--- src/common/spfr_pkg.sv ---
// Package: constants, carriers and frame-type decoding for the payload parser
package spfr_pkg;
	// Entry storage and register map
	localparam int unsigned MAX_ENTRIES = 16;
	localparam logic [3:0] ADDR_CTRL   = 4'h0;
	localparam logic [3:0] ADDR_STATUS = 4'h4;
	localparam logic [3:0] ADDR_REQ    = 4'h8;
	localparam logic [3:0] ADDR_COUNT  = 4'hc;
	localparam int unsigned CTRL_EN_BIT  = 0;
	localparam int unsigned CTRL_HFO_BIT = 1;
	localparam logic [1:0] CTRL_RESET   = 2'h1;
	// Sticky status bit positions
	localparam int unsigned ST_RSV    = 0;
	localparam int unsigned ST_HDR    = 1;
	localparam int unsigned ST_ORDER  = 2;
	localparam int unsigned ST_TRUNC  = 3;
	localparam int unsigned ST_SIDMSB = 4;
	localparam int unsigned ST_BAD    = 5;
	localparam int unsigned ST_EXTRA  = 6;
	localparam int unsigned STATUS_W  = 7;
	// Rate index codes with special meaning
	localparam logic [3:0] RATE_PRI_MAX = 4'hb;
	localparam logic [3:0] RATE_SID_PRI = 4'hc;
	localparam logic [3:0] RATE_IOP_MAX = 4'h8;
	localparam logic [3:0] RATE_SID_IOP = 4'h9;
	localparam logic [3:0] RATE_LOST    = 4'he;
	localparam logic [3:0] RATE_EMPTY   = 4'hf;
	// Speech bits per 20 ms frame, indexed by rate code
	localparam logic [11:0] PRI_BITS [0:12] = '{12'h038, 12'h090, 12'h0a0, 12'h0c0, 12'h108, 12'h148,
		12'h1e8, 12'h280, 12'h3c0, 12'h500, 12'h780, 12'ha00, 12'h030};
	localparam logic [11:0] IOP_BITS [0:9] = '{12'h084, 12'h0b1, 12'h0fd, 12'h11d, 12'h13d, 12'h16d,
		12'h18d, 12'h1cd, 12'h1dd, 12'h028};

	typedef struct packed {
		logic       hdrType;
		logic       followOn;
		logic       modeSel;
		logic       qualBit;
		logic [3:0] rateIdx;
	} spfr_toc_t;

	typedef struct packed {
		logic [7:0] data;
		logic [3:0] validBits;
		logic       frameFirst;
		logic       frameLast;
		logic [3:0] frameIdx;
	} spfr_beat_t;

	typedef struct packed {
		logic [3:0] frameIdx;
		spfr_toc_t  toc;
		logic       badFrame;
		logic       noSpeech;
	} spfr_info_t;

	typedef enum logic [1:0] {S_HDR, S_LOAD, S_DATA, S_SKIP} spfr_state_t;

	// Reserved codes, including a primary frame with its unused bit set
	function automatic logic spfr_is_reserved(spfr_toc_t t);
		if (!t.modeSel)
			return t.qualBit || (t.rateIdx == RATE_SID_PRI + 4'h1);
		return (t.rateIdx > RATE_SID_IOP) && (t.rateIdx < RATE_LOST);
	endfunction

	// Speech bit count carried by one entry; lost and empty carry none
	function automatic logic [11:0] spfr_frame_bits(spfr_toc_t t);
		if (t.rateIdx >= RATE_LOST || spfr_is_reserved(t))
			return 12'h000;
		if (!t.modeSel)
			return PRI_BITS[t.rateIdx];
		return IOP_BITS[t.rateIdx];
	endfunction
endpackage

--- src/hdl/spfr_toc_parser.sv ---
// Receiver that parses full-header speech payloads into frames
//
// Design decisions made here: the plain strobed port and the address map.
`timescale 1ns/100ps
`default_nettype none

// Operation
// RULE1 - Entry bytes carry header type zero
// RULE2 - Top bit: one request, zero entry
// RULE3 - Request byte only before all entries
// RULE4 - Follow-on bit chains entries, zero ends
// RULE5 - Frame type: mode, quality, rate index
// RULE6 - Primary rate codes map to twelve rates
// RULE7 - Primary comfort noise, reserved, lost, empty
// RULE8 - Interop rates, comfort noise, reserved, lost, empty
// RULE9 - Interop frame quality zero is damaged
// RULE10 - Sender drops all-empty and trailing empty blocks
// RULE11 - Sender drops leading empty blocks
// RULE12 - Speech bits leftmost, right after headers
// RULE13 - Sender zero-pads interop frames to octets
// RULE14 - Receiver discards octet pad bits
// RULE15 - Interop comfort noise: 40 bits, top bit one
// RULE16 - Sender pads colliding sizes with zero bytes
// RULE17 - Interop comfort noise 56-bit payload unpadded
// RULE18 - Further padding only through transport padding
// RULE19 - Sender uses compact form for lone frames
// RULE20 - Sender uses full header otherwise
// RULE21 - Sender may use full header for two rates
// RULE22 - Full-header-only option forbids collision padding
// RULE23 - Receiver takes mode from entry byte
// RULE24 - One byte per cycle, flag reserved codes
module spfr_toc_parser
	import spfr_pkg::*;
(
	input  wire logic        clk,
	input  wire logic        rst_n,
	input  wire logic [7:0]  inByte,
	input  wire logic        inValid,
	input  wire logic        inLast,
	output logic             inReady,
	output spfr_beat_t       beat,
	output logic             beatValid,
	output spfr_info_t       info,
	output logic             infoValid,
	input  wire logic [3:0]  addr,
	input  wire logic [31:0] wrData,
	input  wire logic        wrEn,
	input  wire logic        rdEn,
	output logic [31:0]      rdData
);

	// ************************************************************
	// Parser state
	// ************************************************************
	spfr_state_t state_q, state_d;
	spfr_toc_t   toc_q [0:MAX_ENTRIES-1];
	spfr_toc_t   toc_d [0:MAX_ENTRIES-1];
	logic [4:0]  nToc_q, nToc_d;
	logic [3:0]  cur_q, cur_d;
	logic [11:0] bitsLeft_q, bitsLeft_d;
	logic        firstByte_q, firstByte_d;
	logic        frameFirst_q, frameFirst_d;
	logic        lastSeen_q, lastSeen_d;
	logic        ready_q, ready_d;
	spfr_beat_t  beat_q, beat_d;
	logic        beatValid_q, beatValid_d;
	spfr_info_t  info_q, info_d;
	logic        infoValid_q, infoValid_d;
	logic [8:0]  req_q, req_d;
	logic [15:0] count_q, count_d;
	logic [STATUS_W-1:0] set;

	// ************************************************************
	// Register state
	// ************************************************************
	logic [1:0]          ctrl_q, ctrl_d;
	logic [STATUS_W-1:0] status_q, status_d;
	logic [31:0]         rdData_q, rdData_d;

	spfr_toc_t   inToc;
	spfr_toc_t   curToc;
	logic        take;
	logic [3:0]  nBits;
	logic [7:0]  padMask;

	assign inToc  = spfr_toc_t'(inByte);
	assign curToc = toc_q[cur_q];
	assign take   = inValid && ready_q;

	// Next-state logic for the parser
	always_comb begin
		state_d      = state_q;
		toc_d        = toc_q;
		nToc_d       = nToc_q;
		cur_d        = cur_q;
		bitsLeft_d   = bitsLeft_q;
		firstByte_d  = firstByte_q;
		frameFirst_d = frameFirst_q;
		lastSeen_d   = lastSeen_q;
		beat_d       = beat_q;
		beatValid_d  = 1'b0;
		info_d       = info_q;
		infoValid_d  = 1'b0;
		req_d        = req_q;
		count_d      = count_q;
		set          = '0;
		nBits        = (bitsLeft_q >= 12'h008) ? 4'h8 : bitsLeft_q[3:0];
		padMask      = 8'hff << (4'h8 - nBits); // Octet pad of interop frames [RULE13]
		case (state_q)
			S_HDR: begin
				if (take) begin
					firstByte_d = 1'b0;
					if (inToc.hdrType) begin // [RULE2]
						if (firstByte_q)
							req_d = {1'b1, inByte}; // Request persists until replaced
						else
							set[ST_ORDER] = 1'b1; // [RULE1] [RULE3]
					end else if (nToc_q == 5'(MAX_ENTRIES)) begin
						set[ST_HDR] = 1'b1; // Entry table full, drop payload
						state_d = S_SKIP;
					end else begin
						toc_d[nToc_q[3:0]] = inToc; // Full-header form, up to MAX_ENTRIES frames [RULE19] [RULE20] [RULE21]
						nToc_d = nToc_q + 5'h01;
						if (!inToc.followOn) begin // [RULE4]
							cur_d   = 4'h0;
							state_d = S_LOAD;
						end
					end
					if (inLast) begin
						lastSeen_d = 1'b1;
						if (state_d != S_LOAD) begin
							set[ST_TRUNC] = 1'b1;
							state_d = S_HDR;
						end
					end
				end
			end
			S_LOAD: begin
				// Mode and rate come from the entry alone, whatever the size [RULE23] [RULE5]
				bitsLeft_d       = spfr_frame_bits(curToc); // [RULE6] [RULE8]
				frameFirst_d     = 1'b1;
				info_d.frameIdx  = cur_q;
				info_d.toc       = curToc;
				info_d.noSpeech  = (curToc.rateIdx >= RATE_LOST); // [RULE7] [RULE10] [RULE11]
				info_d.badFrame  = curToc.modeSel && !curToc.qualBit &&
					(curToc.rateIdx < RATE_LOST); // [RULE9]
				infoValid_d      = 1'b1;
				count_d          = count_q + 16'h0001;
				set[ST_BAD]      = info_d.badFrame;
				state_d          = S_DATA;
				if (spfr_is_reserved(curToc)) begin
					set[ST_RSV] = 1'b1; // Length unknown, rest of payload unusable [RULE24]
					state_d = lastSeen_q ? S_HDR : S_SKIP;
				end else if (lastSeen_q && bitsLeft_d != 12'h000) begin
					set[ST_TRUNC] = 1'b1;
					state_d = S_HDR;
				end
			end
			S_DATA: begin
				if (bitsLeft_q == 12'h000) begin
					if ({1'b0, cur_q} + 5'h01 == nToc_q)
						state_d = lastSeen_q ? S_HDR : S_SKIP;
					else begin
						cur_d   = cur_q + 4'h1;
						state_d = S_LOAD;
					end
				end else if (take) begin
					// Bytes pass MSB first; octet pad bits forced to zero [RULE12] [RULE14]
					beat_d.data       = inByte & padMask;
					beat_d.validBits  = nBits;
					beat_d.frameFirst = frameFirst_q;
					beat_d.frameLast  = (bitsLeft_q <= 12'h008);
					beat_d.frameIdx   = cur_q;
					beatValid_d       = 1'b1;
					frameFirst_d      = 1'b0;
					bitsLeft_d        = bitsLeft_q - {8'h00, nBits};
					if (frameFirst_q && curToc.modeSel && curToc.rateIdx == RATE_SID_IOP && !inByte[7])
						set[ST_SIDMSB] = 1'b1; // [RULE15]
					if (inLast) begin
						lastSeen_d = 1'b1;
						if (bitsLeft_q > 12'h008) begin
							set[ST_TRUNC] = 1'b1;
							state_d = S_HDR;
						end
					end
				end
			end
			S_SKIP: begin
				// Collision pad bytes are dropped; none may appear in full-header-only use [RULE16] [RULE17] [RULE18] [RULE22]
				if (take) begin
					set[ST_EXTRA] = ctrl_q[CTRL_HFO_BIT];
					if (inLast)
						state_d = S_HDR;
				end
			end
			default: state_d = S_HDR;
		endcase
		if (state_d == S_HDR && (state_q != S_HDR || lastSeen_d)) begin // Also a header cut short by inLast
			nToc_d      = 5'h00;
			firstByte_d = 1'b1;
			lastSeen_d  = 1'b0;
		end
		// Accept a byte next cycle only where one is consumed
		ready_d = ctrl_q[CTRL_EN_BIT] && (state_d == S_HDR || state_d == S_SKIP ||
			(state_d == S_DATA && bitsLeft_d != 12'h000));
	end

	// Parser registers
	always_ff @(posedge clk or negedge rst_n) begin
		if (!rst_n) begin
			state_q      <= S_HDR;
			for (int i = 0; i < MAX_ENTRIES; i++)
				toc_q[i] <= '0;
			nToc_q       <= 5'h00;
			cur_q        <= 4'h0;
			bitsLeft_q   <= 12'h000;
			firstByte_q  <= 1'b1;
			frameFirst_q <= 1'b0;
			lastSeen_q   <= 1'b0;
			ready_q      <= 1'b0;
			beat_q       <= '0;
			beatValid_q  <= 1'b0;
			info_q       <= '0;
			infoValid_q  <= 1'b0;
			req_q        <= 9'h000;
			count_q      <= 16'h0000;
		end else begin
			state_q      <= state_d;
			toc_q        <= toc_d;
			nToc_q       <= nToc_d;
			cur_q        <= cur_d;
			bitsLeft_q   <= bitsLeft_d;
			firstByte_q  <= firstByte_d;
			frameFirst_q <= frameFirst_d;
			lastSeen_q   <= lastSeen_d;
			ready_q      <= ready_d;
			beat_q       <= beat_d;
			beatValid_q  <= beatValid_d;
			info_q       <= info_d;
			infoValid_q  <= infoValid_d;
			req_q        <= req_d;
			count_q      <= count_d;
		end
	end

	// ************************************************************
	// Register port
	// ************************************************************

	// Writes, write-one-to-clear status where a new event wins
	always_comb begin
		ctrl_d   = ctrl_q;
		status_d = status_q;
		rdData_d = 32'h00000000;
		if (wrEn && addr == ADDR_CTRL)
			ctrl_d = wrData[1:0];
		if (wrEn && addr == ADDR_STATUS)
			status_d = status_q & ~wrData[STATUS_W-1:0];
		status_d = status_d | set;
		if (rdEn) begin
			case (addr)
				ADDR_CTRL:   rdData_d = {30'h00000000, ctrl_q};
				ADDR_STATUS: rdData_d = {{(32-STATUS_W){1'b0}}, status_q};
				ADDR_REQ:    rdData_d = {23'h000000, req_q};
				ADDR_COUNT:  rdData_d = {16'h0000, count_q};
				default:     rdData_d = 32'h00000000;
			endcase
		end
	end

	// Register file flops
	always_ff @(posedge clk or negedge rst_n) begin
		if (!rst_n) begin
			ctrl_q   <= CTRL_RESET;
			status_q <= '0;
			rdData_q <= 32'h00000000;
		end else begin
			ctrl_q   <= ctrl_d;
			status_q <= status_d;
			rdData_q <= rdData_d;
		end
	end

	assign inReady   = ready_q;
	assign beat      = beat_q;
	assign beatValid = beatValid_q;
	assign info      = info_q;
	assign infoValid = infoValid_q;
	assign rdData    = rdData_q;

endmodule // spfr_toc_parser

`default_nettype wire

--- config.mk ---
export PLATFORM = sky130hd
export DESIGN_NAME = spfr_toc_parser
export DESIGN_NICKNAME = d
export VERILOG_FILES = /design/src/common/spfr_pkg.sv /design/src/hdl/spfr_toc_parser.sv
export SDC_FILE = /design/constraint.sdc
export NUM_CORES = 1
export LEC_CHECK = 0
export BUFFER_PORTS_ARGS = -buffer_cell sky130_fd_sc_hd__buf_2
export CELL_PAD_IN_SITES_DETAIL_PLACEMENT = 1
export CELL_PAD_IN_SITES_GLOBAL_PLACEMENT = 2
export CORE_UTILIZATION = 34
export DETAILED_ROUTE_END_ITERATION = 8
export PLACE_DENSITY = 0.74
export SLEW_MARGIN = 20
export SYNTH_ARGS = -nofsm -noshare
export SYNTH_HDL_FRONTEND = slang
export SYNTH_SLANG_ARGS = --single-unit
--- constraint.sdc ---
create_clock -name clk -period 4.76 [get_ports clk]
set_input_delay 0.714 -clock clk [delete_from_list [all_inputs] [get_ports clk]]
set_output_delay 0.714 -clock clk [all_outputs]
set_load 0.05 [all_outputs]
; Word-level counts from Yosys, hierarchy flattened
; Memories as Yosys holds them, arrays and structs flattened.
; Cells that the tools add are included.
[op_classes]
n_addsub = 6
mul = 0
div = 0
magnitude_cmp = 10
n_eq_ne = 23
shifts = 1
muxes = 98
bitwise_logic = 10
reduce_logical = 39
[ops]
columns = cell, count
row1 = $mux 12, 11
row2 = $bwmux 128, 1
row3 = $pmux 16 s4, 1
row4 = $mux 2, 21
row5 = $mux 1, 38
row6 = $bmux 8 s4, 1
row7 = $demux 8 s4, 1
row8 = $mux 4, 7
row9 = $mux 5, 5
row10 = $mux 8, 3
row11 = $pmux 12 s2, 1
row12 = $reduce_bool 12->1, 2
row13 = $add 16x1->16 const B, 1
row14 = $eq 4x4->1 const B, 4
row15 = $mux 16, 1
row16 = $ne 2x2->1 const B, 8
row17 = $ge 5x5->1 const B, 3
row18 = $not 4->5, 3
row19 = $logic_and 1x1->1, 14
row20 = $ge 12x4->1 const B, 1
row21 = $gt 12x4->1 const B, 1
row22 = $le 12x4->1 const B, 1
row23 = $logic_not 12->1, 1
row24 = $reduce_and 4->1, 3
row25 = other kinds (35), 54
[totals]
register_bits = 254
latch_bits = 0
ram_bits = 0
rom_bits = 384
inputBits = 50
n_memories = 2
[mem_list]
columns = memory, depth, width, rd, rd_ports_with_merged_regs, write_ports, line_no
row1 = (no name shown), 16, 12, 1, 0, 0, spfr_pkg.sv:72  ; return IOP_BITS[t.rateIdx];
row2 = (no name shown), 16, 12, 1, 0, 0, spfr_pkg.sv:71  ; return PRI_BITS[t.rateIdx];

; Longest topological paths before layout
; Gate-level depths: netlist (run 1).
[depth]
word_depth = 26
ltp_mapped = 21
ltp_nobuf = 18

; Worst setup path after synthesis (run 1)
; No wires, ideal clock.
[synth_path]
path_type = reg2reg
start = register cur_q[1]
end = register ready_q (netlist: inReady)
setup_ps = 129
arrival_ps = 4237
path_slack_ps = 394
stages_incl_launch_ff = 21
synth_period_minus_slack_ps = 4366
cell_sequence = dfrtp_1 -> buf_6 -> buf_2 -> mux4_2 -> and2_0 -> o21ai_0 -> and2_1 -> clkbuf_1 -> inv_1 -> ha_1 -> inv_1 -> nor4_1 -> a211oi_2 -> o21ai_0 -> a221oi_1 -> nor2_1 -> a311oi_1 -> ha_1 -> and4b_1 -> nand4b_1 -> o41a_1
[synth_rtl]
columns = item, line_no
row1 = "start, declared", spfr_toc_parser.sv:59  ; logic [3:0] cur_q, cur_d;
row2 = "start signal, assigned", spfr_toc_parser.sv:231  ; cur_q <= cur_d;
row3 = "end signal, assigned", spfr_toc_parser.sv:236  ; ready_q <= ready_d;
row4 = "end, declared", spfr_toc_parser.sv:64  ; logic ready_q, ready_d;

==> metrics.txt, run 1 <==
Clock Path Buffers 3; sequential fraction of the synthesis area 51.58%; pre-CTS setup slack 224.5 ps; Reg clk slew, reported paths 60 ps; cell taking the most area after synthesis dfrtp_1; P_int 4.748 mW; synthesized area per cell 11.51 um^2; P&R area growth vs syn 17.41%; ys async rst share 100.0%; Final setup viols 0; effective utilization at floorplan 34.53%; Hold WS 223.2 ps; Total Power 7.839 mW; setup slack, reg-to-reg 380 ps; clk sinks 238; Crit Path Class reg -> reg; Critical Path Max Stage Delay 540 ps; NumNets Final 1183; Sequential Power Share 32.8%; crit path max fanout 10; Clock Skew 10.37 ps; worst path cell trace buf_4 > mux4_2 > a22oi_1 > nand2_1 > inv_1 > ha_2 > nor2_1 > nor2_1 > a2111oi_4 > a211oi_2 > o21ai_0 > a221oi_1 > nor2_1 > a311oi_2 > ha_1 > and4b_1 > nand4b_1 > o41a_1; Most common cell on crit path nor2_1; EDFF count, synth 0; hold crit path type in -> async; fillers 3605; leakage power total 6.450 nW; drc violations 0; Synth Flop Type dfrtp_1; Buf/Inv on CP 2; # diodes 0; vias per cell 5.155; first-pass GRT wire length 50800 um; num ports 117; grt ovf 0; Die ar. 34720 um^2; RSZ-0062 raised after global routing no; per-cell routed wire length 19.73 um; reg-to-reg startpoint cur_q[0]$_DFFE_PN0P_; Placement Cell Area 12590 um^2; layout cells sized above 1 28.56%; NetSw 3.092 mW; detailed placement HPWL 22220 um; depth of the most critical reg-to-reg path 18; status complete, no violations; Core Rows 67; final worst path period share 91.96%; DRT Pass-1 Iters 4; antenna-violating nets left 0; largest net degree at the start of global routing 114; FF+latch count, synth 238; placed cells 1523; initial antenna violation count 0; synthesized area 11550 um^2; Ys Warns 0; Max-cap violations 0; Post-Route Utilization 40.55%; logic gate share of total power 40.3%; CP endpoint kind register; CTS buffer count 28; Slew Limit Headroom 30.83%; Starting DRT DRC Count 442; clock latency on the worst-skew pair 540 ps; Net Sw Frac 39.44%; most frequent cell after synthesis dfrtp_1; vias in the first global route 8556; Die H 186.3 um; min Tclk post-route 4377 ps; Core ar. 33450 um^2; CP delay by family, top compound AO/OA/AOI/OAI gates; clock power share 26.9%; Slowest-stage cell, CP mux4_2; cells after synthesis 1004; TritonCTS clock tree built; maximum vdd drop 0.2529 mV; Peak Freq 0.2285 GHz; final std cells w/o fill 1579; CP Launch Type register; GRT Util Overall 18.45%; worst slew pin tran 1028 ps; die width 186.3 um; Final Hold Fails 0; number of library cell types mapped by synthesis 72; share of the synthesized area in the top cell type 51.13%; r2r endpoint inReady$_DFF_PN0_; top cells by area, synth dfrtp_1, mux2_2, mux4_2; crit path DAT 4780 ps; Max Slew Vio Count 0; via count 8140; hold_buf cts 0; Fin Setup TNS 0 ps; worst path required time 5160 ps; top cells by count, synth dfrtp_1, nand2_1, mux2_2, o21ai_0, nor2_1; routability cong. 0.8204; htree depth 1; Power Density 578.0 nW/um^2; worst setup margin 382.7 ps; cell area after layout 13560 um^2; clock tree root driver cell clkbuf_16; IO buf count 75; final WL 31160 um
state kept, by name, summed over array words and instances (netlist names), 4 cells and up:
name and cells:
beat 18, bitsLeft_q 12, count_q 16, cur_q 4, info 14, nToc_q 5
rdData 16, req_q 8, status_q 7, toc_q 128
per-layer routing:
metal  wire [um]  track usage [%]  vias to the layer above
met3         995            2.464                       39
met4         586            3.560                        0
met5           0                0                        -
met2       14960            30.55                      111
li1            -                -                     3786
met1       14620            25.91                     4204
placed cells by master, fill, tap and decap left out, drive strengths merged, types with 12 or more instances in the layout:
| master | count |
|---|---|
| nor2b | 14 |
| nand2 | 126 |
| ha | 23 |
| o21ai | 75 |
| mux4 | 35 |
| a21oi | 18 |
| nor2 | 57 |
| nor3 | 12 |
| buf | 122 |
| inv | 29 |
| conb | 17 |
| dfrtp | 236 |
| clkbuf | 43 |
| a22oi | 13 |
| mux2 | 111 |
| and2 | 26 |
| xnor2 | 17 |
| nand3 | 30 |
cells by family after synthesis:
logic type | Yosys count | share of synthesized area [%]
simple gates | 304 | 12.35
buf+inv | 93 | 3.694
other cells | 1 | 0.03246
flops | 238 | 51.58
fa+ha+maj | 23 | 2.491
xor+xnor | 23 | 1.744
compound gates | 168 | 9.706
mux | 154 | 18.40
how the worst max path moves through the flow:
stage	startpoint	to	slack, ps	depth (start not counted)
after global routing	cur_q[0]$_DFFE_PN0P_	inReady$_DFF_PN0_	30	18
after detailed placement	cur_q[0]$_DFFE_PN0P_	inReady$_DFF_PN0_	220	18
after floorplan	cur_q[1]$_DFFE_PN0P_	inReady$_DFF_PN0_	390	20
after global placement	cur_q[0]$_DFFE_PN0P_	inReady$_DFF_PN0_	260	18
after CTS	cur_q[0]$_DFFE_PN0P_	inReady$_DFF_PN0_	190	18
final	cur_q[0]$_DFFE_PN0P_	inReady$_DFF_PN0_	380	18
repair_timing:
item	CTS	global route
gates resized for setup	0	5
endpoints found under the setup margin	0	1
setup buffers	0	5
power groups by stage:
stage	combinational [mW]	sequential [mW]	clock (mW)
after floorplan	1.77	2.85	0
after global placement	3.10	2.60	0
after detailed placement	3.13	2.61	0
after CTS	3.14	2.57	2.17
after global routing	3.47	2.62	2.24
final	3.16	2.57	2.11
cell type report:
type	instances	area [um^2]	share of cell area (%)
clock buffer	43	848.3	6.255
clock inverter	8	68.82	0.5074
inverter	31	116.4	0.8580
multi-input combinational	689	5241	38.65
sequential	238	5963	43.97
tap	448	560.5	4.133
timing repair buffer	122	763.2	5.628
Note: power is estimated with default switching activity, not from simulation.
==> inputs of run 2 (changes only) <==
==> constraint.sdc (replaced) <==
create_clock -name clk -period 4.4 [get_ports clk]
set_input_delay 0.66 -clock clk [delete_from_list [all_inputs] [get_ports clk]]
set_output_delay 0.66 -clock clk [all_outputs]
set_load 0.05 [all_outputs]
==> run 2 against run 1 <==
Effect of this change:
- total power up 13%
- first-iteration DRC count down 1.8%
- clock-buffer cell count down 5
- global-route usage up 0.61 points
- largest cell class unchanged
- largest power group unchanged
==> metrics.txt, run 2 (synthesized netlist as in run 1, its figures left out) <==
setup slack, reg-to-reg 180 ps; r2r endpoint inReady$_DFF_PN0_; Reg area 5961 um^2; Max-cap violations 0; Net Sw Frac 39.54%; Die ar. 34720 um^2; Starting DRT DRC Count 434; grt ovf 0; pre-CTS setup slack 43.88 ps; vias per cell 5.147; Crit Path Class reg -> reg; per-cell routed wire length 20.21 um; logic gate share of total power 43.0%; maximum vdd drop 0.2839 mV; crit path DAT 4630 ps; NetSw 3.490 mW; layout cells sized above 1 31.87%; cell area after layout 13860 um^2; most flop-heavy register toc_q; Largest register FFs 128; most frequent cells in the layout dfrtp_1, nand2_1, mux2_2; Slew Limit Headroom 30.29%; final std cells w/o fill 1609; clock tree root driver cell clkbuf_16; NumNets Final 1214; Power Density 636.9 nW/um^2; most common cell after layout, fill and taps aside dfrtp_1; antenna-violating nets left 0; final WL 32510 um; placed cells 1555; htree depth 1; routability cong. 0.8228; CTS buffer count 27; initial antenna violation count 0; depth of the most critical reg-to-reg path 17; drc violations 0; Die H 186.3 um; CP delay by family, top compound AO/OA/AOI/OAI gates; worst path required time 4820 ps; CP endpoint kind register; CP Launch Type register; min Tclk post-route 4216 ps; fillers 3635; Post-Route Utilization 41.44%; P&R area growth vs syn 20.01%; DRT Pass-1 Iters 4; P_int 5.338 mW; Hold WS 124.4 ps; IO buf count 75; via count 8281; hold crit path type in -> async; clk sinks 238; detailed placement HPWL 23180 um; status complete, no violations; Max Slew Vio Count 0; effective utilization at floorplan 34.53%; GRT Util Overall 19.06%; TritonCTS clock tree built; vias in the first global route 8789; worst setup margin 184.0 ps; Buf/Inv on CP 4; Critical Path Max Stage Delay 510 ps; Slowest-stage cell, CP dfrtp_2; worst slew pin tran 1036 ps; Sequential Power Share 31.2%; clock latency on the worst-skew pair 540 ps; crit path max fanout 9; worst path cell trace buf_12 > mux4_2 > a22oi_1 > buf_4 > o21ai_1 > buf_4 > mux2i_1 > a221oi_1 > buf_4 > nor3_2 > a41oi_2 > nor2_1 > o21ai_0 > ha_1 > and4b_1 > nand4b_1 > o41a_1; Peak Freq 0.2372 GHz; leakage power total 6.613 nW; area occupied by multi-input gates 5289 um^2; Final Hold Fails 0; reg-to-reg startpoint cur_q[0]$_DFFE_PN0P_; # diodes 0; Final setup viols 0; largest net degree at the start of global routing 93; Reg clk slew, reported paths 60 ps; num ports 117; Clock Skew 16.69 ps; Clock Path Buffers 3; first-pass GRT wire length 52200 um; final worst path period share 95.82%; die width 186.3 um; hold_buf cts 0; Placement Cell Area 12830 um^2; Most common cell on crit path buf_4; Core Rows 67; clock power share 25.7%; Core ar. 33450 um^2
[run 2: cell count changes in the layout (fill, tap and decap cells not counted), moves of 2 or more]
cell        previous run  this run
clkbuf_8               7        10
a211oi_2               1         3
a22oi_1               13        11
clkbuf_1               7         1
buf_4                 45        74
clkbuf_16             29        27
buf_6                  0         2
a211oi_1               5         3
clkinvlp_4             0         3
a22oi_2                0         2
[run 2: how the worst max path moves through the flow]
stage	start	endpoint	slack (ps)	depth (start not counted)
2_1_floorplan	cur_q[1]$_DFFE_PN0P_	inReady$_DFF_PN0_	30	20
3_3_place_gp	cur_q[0]$_DFFE_PN0P_	inReady$_DFF_PN0_	120	18
3_5_place_dp	cur_q[0]$_DFFE_PN0P_	inReady$_DFF_PN0_	40	18
4_1_cts	cur_q[0]$_DFFE_PN0P_	inReady$_DFF_PN0_	60	18
5_1_grt	cur_q[0]$_DFFE_PN0P_	inReady$_DFF_PN0_	-60	17
6_report	cur_q[0]$_DFFE_PN0P_	inReady$_DFF_PN0_	180	17
[run 2: worst register-to-register path: stages, from the launching register on]
cell and delay [ps]:
dfrtp_2 510, buf_12 180, mux4_2 510, a22oi_1 240
buf_4 170, o21ai_1 200, buf_4 230, mux2i_1 140
a221oi_1 100, buf_4 170, nor3_2 250, a41oi_2 180
nor2_1 180, o21ai_0 110, ha_1 320, and4b_1 200
nand4b_1 100, o41a_1 320
[run 2: power by group through the flow]
stage,Clock [mW],Sequential (mW),Combinational [mW]
final,2.27,2.76,3.80
after global routing,2.41,2.81,4.11
after CTS,2.33,2.76,3.66
after detailed placement,0,2.79,3.64
after global placement,0,2.79,3.58
after floorplan,0,3.09,1.91
[run 2: routing by layer]
layer,wire (um),track usage (%),part of all wire [%]
met5,0,0,0
met3,1009,2.276,3.1
met4,632,4.132,1.9
met2,15840,32.22,49
met1,15030,26.23,46
[run 2: area by class of cell]
cell class / count / area share (%)
flip-flops and latches: 238 / 43.00
multi-input cells: 689 / 38.15
repair buffers: 154 / 7.383
clock buffers: 38 / 5.894
well taps: 448 / 4.044
inverters: 31 / 0.8394
clock inverters: 11 / 0.6860
[run 2: what timing repair did]
action	CTS	global route
endpoints found under the setup margin	0	7
gates resized for setup	0	21
buffers inserted	0	5
[run 2: through the flow]
stage | setup TNS, ps | total power [mW]
2_1_floorplan | 0 | 5.003
6_report | 0 | 8.828
4_1_cts | 0 | 8.748
3_3_place_gp | 0 | 6.363
5_1_grt | -62.70 | 9.334
3_5_place_dp | 0 | 6.432
==> inputs of run 3 (changes only) <==
==> constraint.sdc (replaced) <==
create_clock -name clk -period 4.05 [get_ports clk]
set_input_delay 0.6075 -clock clk [delete_from_list [all_inputs] [get_ports clk]]
set_output_delay 0.6075 -clock clk [all_outputs]
set_load 0.05 [all_outputs]
==> run 3 against run 2 <==
Effect of this change:
- the flow now finishes with violations (setup timing)
- global-route usage up 0.99 points
- clock skew down 2.5 ps
- register-to-register slack lost 240 ps
- critical path type unchanged
- highest routed layer unchanged
==> metrics.txt, run 3 (synthesized netlist as in run 1, its figures left out) <==
status finished, violations left; failing checks setup timing; CTS buffer count 28; Crit Path Class reg -> reg; most flop-heavy register toc_q; worst path required time 4470 ps; crit path max fanout 6; detailed placement HPWL 23320 um; effective utilization at floorplan 34.53%; layout cells sized above 1 36.41%; most frequent cells in the layout dfrtp_1, nand2_1, buf_4; Starting DRT DRC Count 405; IO buf count 75; grt ovf 0; CP endpoint kind register; most common cell after layout, fill and taps aside dfrtp_1; Placement Cell Area 13140 um^2; routability cong. 0.8276; Buf/Inv on CP 3; Slew Limit Headroom 40.93%; Final setup viols 1; via count 8629; Peak Freq 0.2436 GHz; worst path cell trace buf_12 > mux4_2 > mux4_2 > inv_2 > buf_6 > nor4_2 > a211oi_2 > o21ai_1 > a221oi_1 > nor2_1 > a311oi_2 > ha_2 > and4b_1 > nand4b_1 > o41a_1; Sequential Power Share 28.8%; DRT Pass-1 Iters 5; logic gate share of total power 45.0%; htree depth 1; Die H 186.3 um; Slowest-stage cell, CP mux4_2; Clock Skew 14.22 ps; # diodes 0; clock tree root driver cell clkbuf_16; per-cell routed wire length 20.66 um; hold crit path type in -> async; final worst path period share 101.4%; clk sinks 238; vias per cell 5.192; Largest register FFs 128; clock latency on the worst-skew pair 550 ps; Clock Path Buffers 3; die width 186.3 um; P&R area growth vs syn 25.70%; Final Hold Fails 0; Most common cell on crit path mux4_2; P_int 6.395 mW; antenna-violating nets left 0; Net Sw Frac 38.21%; Die ar. 34720 um^2; cell area after layout 14520 um^2; Fin Setup TNS -55.84 ps; Power Density 712.8 nW/um^2; final WL 34330 um; Max-cap violations 0; NumNets Final 1265; largest net degree at the start of global routing 111; drc violations 0; clock power share 26.2%; CP Launch Type register; NetSw 3.955 mW; Core ar. 33450 um^2; Reg clk slew, reported paths 60 ps; vias in the first global route 9380; TritonCTS clock tree built; worst slew pin tran 886.1 ps; worst setup margin -55.84 ps; initial antenna violation count 2; GRT Util Overall 20.05%; crit path DAT 4530 ps; Max Slew Vio Count 0; Core Rows 67; num ports 117; Critical Path Max Stage Delay 660 ps; leakage power total 6.918 nW; RSZ-0062 raised after global routing yes; first-pass GRT wire length 54670 um; maximum vdd drop 0.3403 mV; min Tclk post-route 4106 ps; CP delay by family, top multiplexers
## run 3: changes by cell type in the layout (fill, tap and decap cells not counted), sizes merged
cell      delta
buf         +48
clkinv       -2
clkbuf       +6
bufinv       +3
mux4         +1
clkinvlp     -2
inv          -1
## run 3: per-layer routing
layer	global-route usage [%]	vias up	part of all wire (%)
met4	6.357	0	3.3
met3	2.896	57	3.8
met1	26.72	4414	45
met5	0	-	0
met2	33.65	197	48
li1	-	3961	-
## run 3: worst register-to-register path, stage by stage, from the launching register on
cell and delay, ps:
dfrtp_2 380, buf_12 130, mux4_2 610, mux4_2 660, inv_2 120, buf_6 110, nor4_2 50, a211oi_2 240
o21ai_1 110, a221oi_1 270, nor2_1 120, a311oi_2 320, ha_2 230, and4b_1 200, nand4b_1 100, o41a_1 320
## run 3: metrics by stage
stage	utilization, %	hold WS, ps	setup slack (ps)	std cells	power (mW)
2_1_floorplan	-	311.9	15.04	1020	5.499
3_3_place_gp	39.29	453.0	-255.7	1590	7.203
3_5_place_dp	39.29	455.7	-310.0	1590	7.269
4_1_cts	42.78	176.8	-36.22	1651	10.23
5_1_grt	43.41	199.9	-231.9	1662	10.94
6_report	43.41	131.0	-55.84	1662	10.35
## run 3: area by class of cell
class                   count  area, um^2
multi-input cells         690        5415
inverters                  31       116.4
clock inverters             9       158.9
fillers                  3646       18930
flip-flops and latches    238        5961
repair buffers            203        1461
well taps                 448       560.5
clock buffers              43       847.1
## run 3: final timing paths
kind                                      start                     to  slack [ps]  cells after the start
setup / recovery           cur_q[1]$_DFFE_PN0P_      inReady$_DFF_PN0_         -60                     15
hold / removal                            rst_n   rdData[14]$_DFF_PN0_         130                      1
setup reg to reg           cur_q[1]$_DFFE_PN0P_      inReady$_DFF_PN0_         -60                     15
hold reg to reg            req_q[7]$_DFFE_PN0P_   req_q[7]$_DFFE_PN0P_         460                      1
max in group asynchronous                 rst_n  toc_q[91]$_DFFE_PN0P_        2980                      2
min in group clk                      wrData[1]  ctrl_q[1]$_DFFE_PN0P_         350                      2
## run 3: repair_timing
item | 4_1_cts | 5_1_grt
pin swaps | 5 | 17
setup buffers | 8 | 10
endpoints found under the setup margin | 7 | 7
hold buffers | 0 | 0
resized for setup | 20 | 24
gates cloned | 1 | 1
## run 3: power groups by stage
stage	clock [mW]	combinational, mW	sequential (mW)
floorplan	0	2.14	3.36
global placement	0	4.17	3.04
detailed placement	0	4.22	3.05
CTS	2.77	4.46	2.99
global route	2.86	5.04	3.03
finish	2.71	4.66	2.98
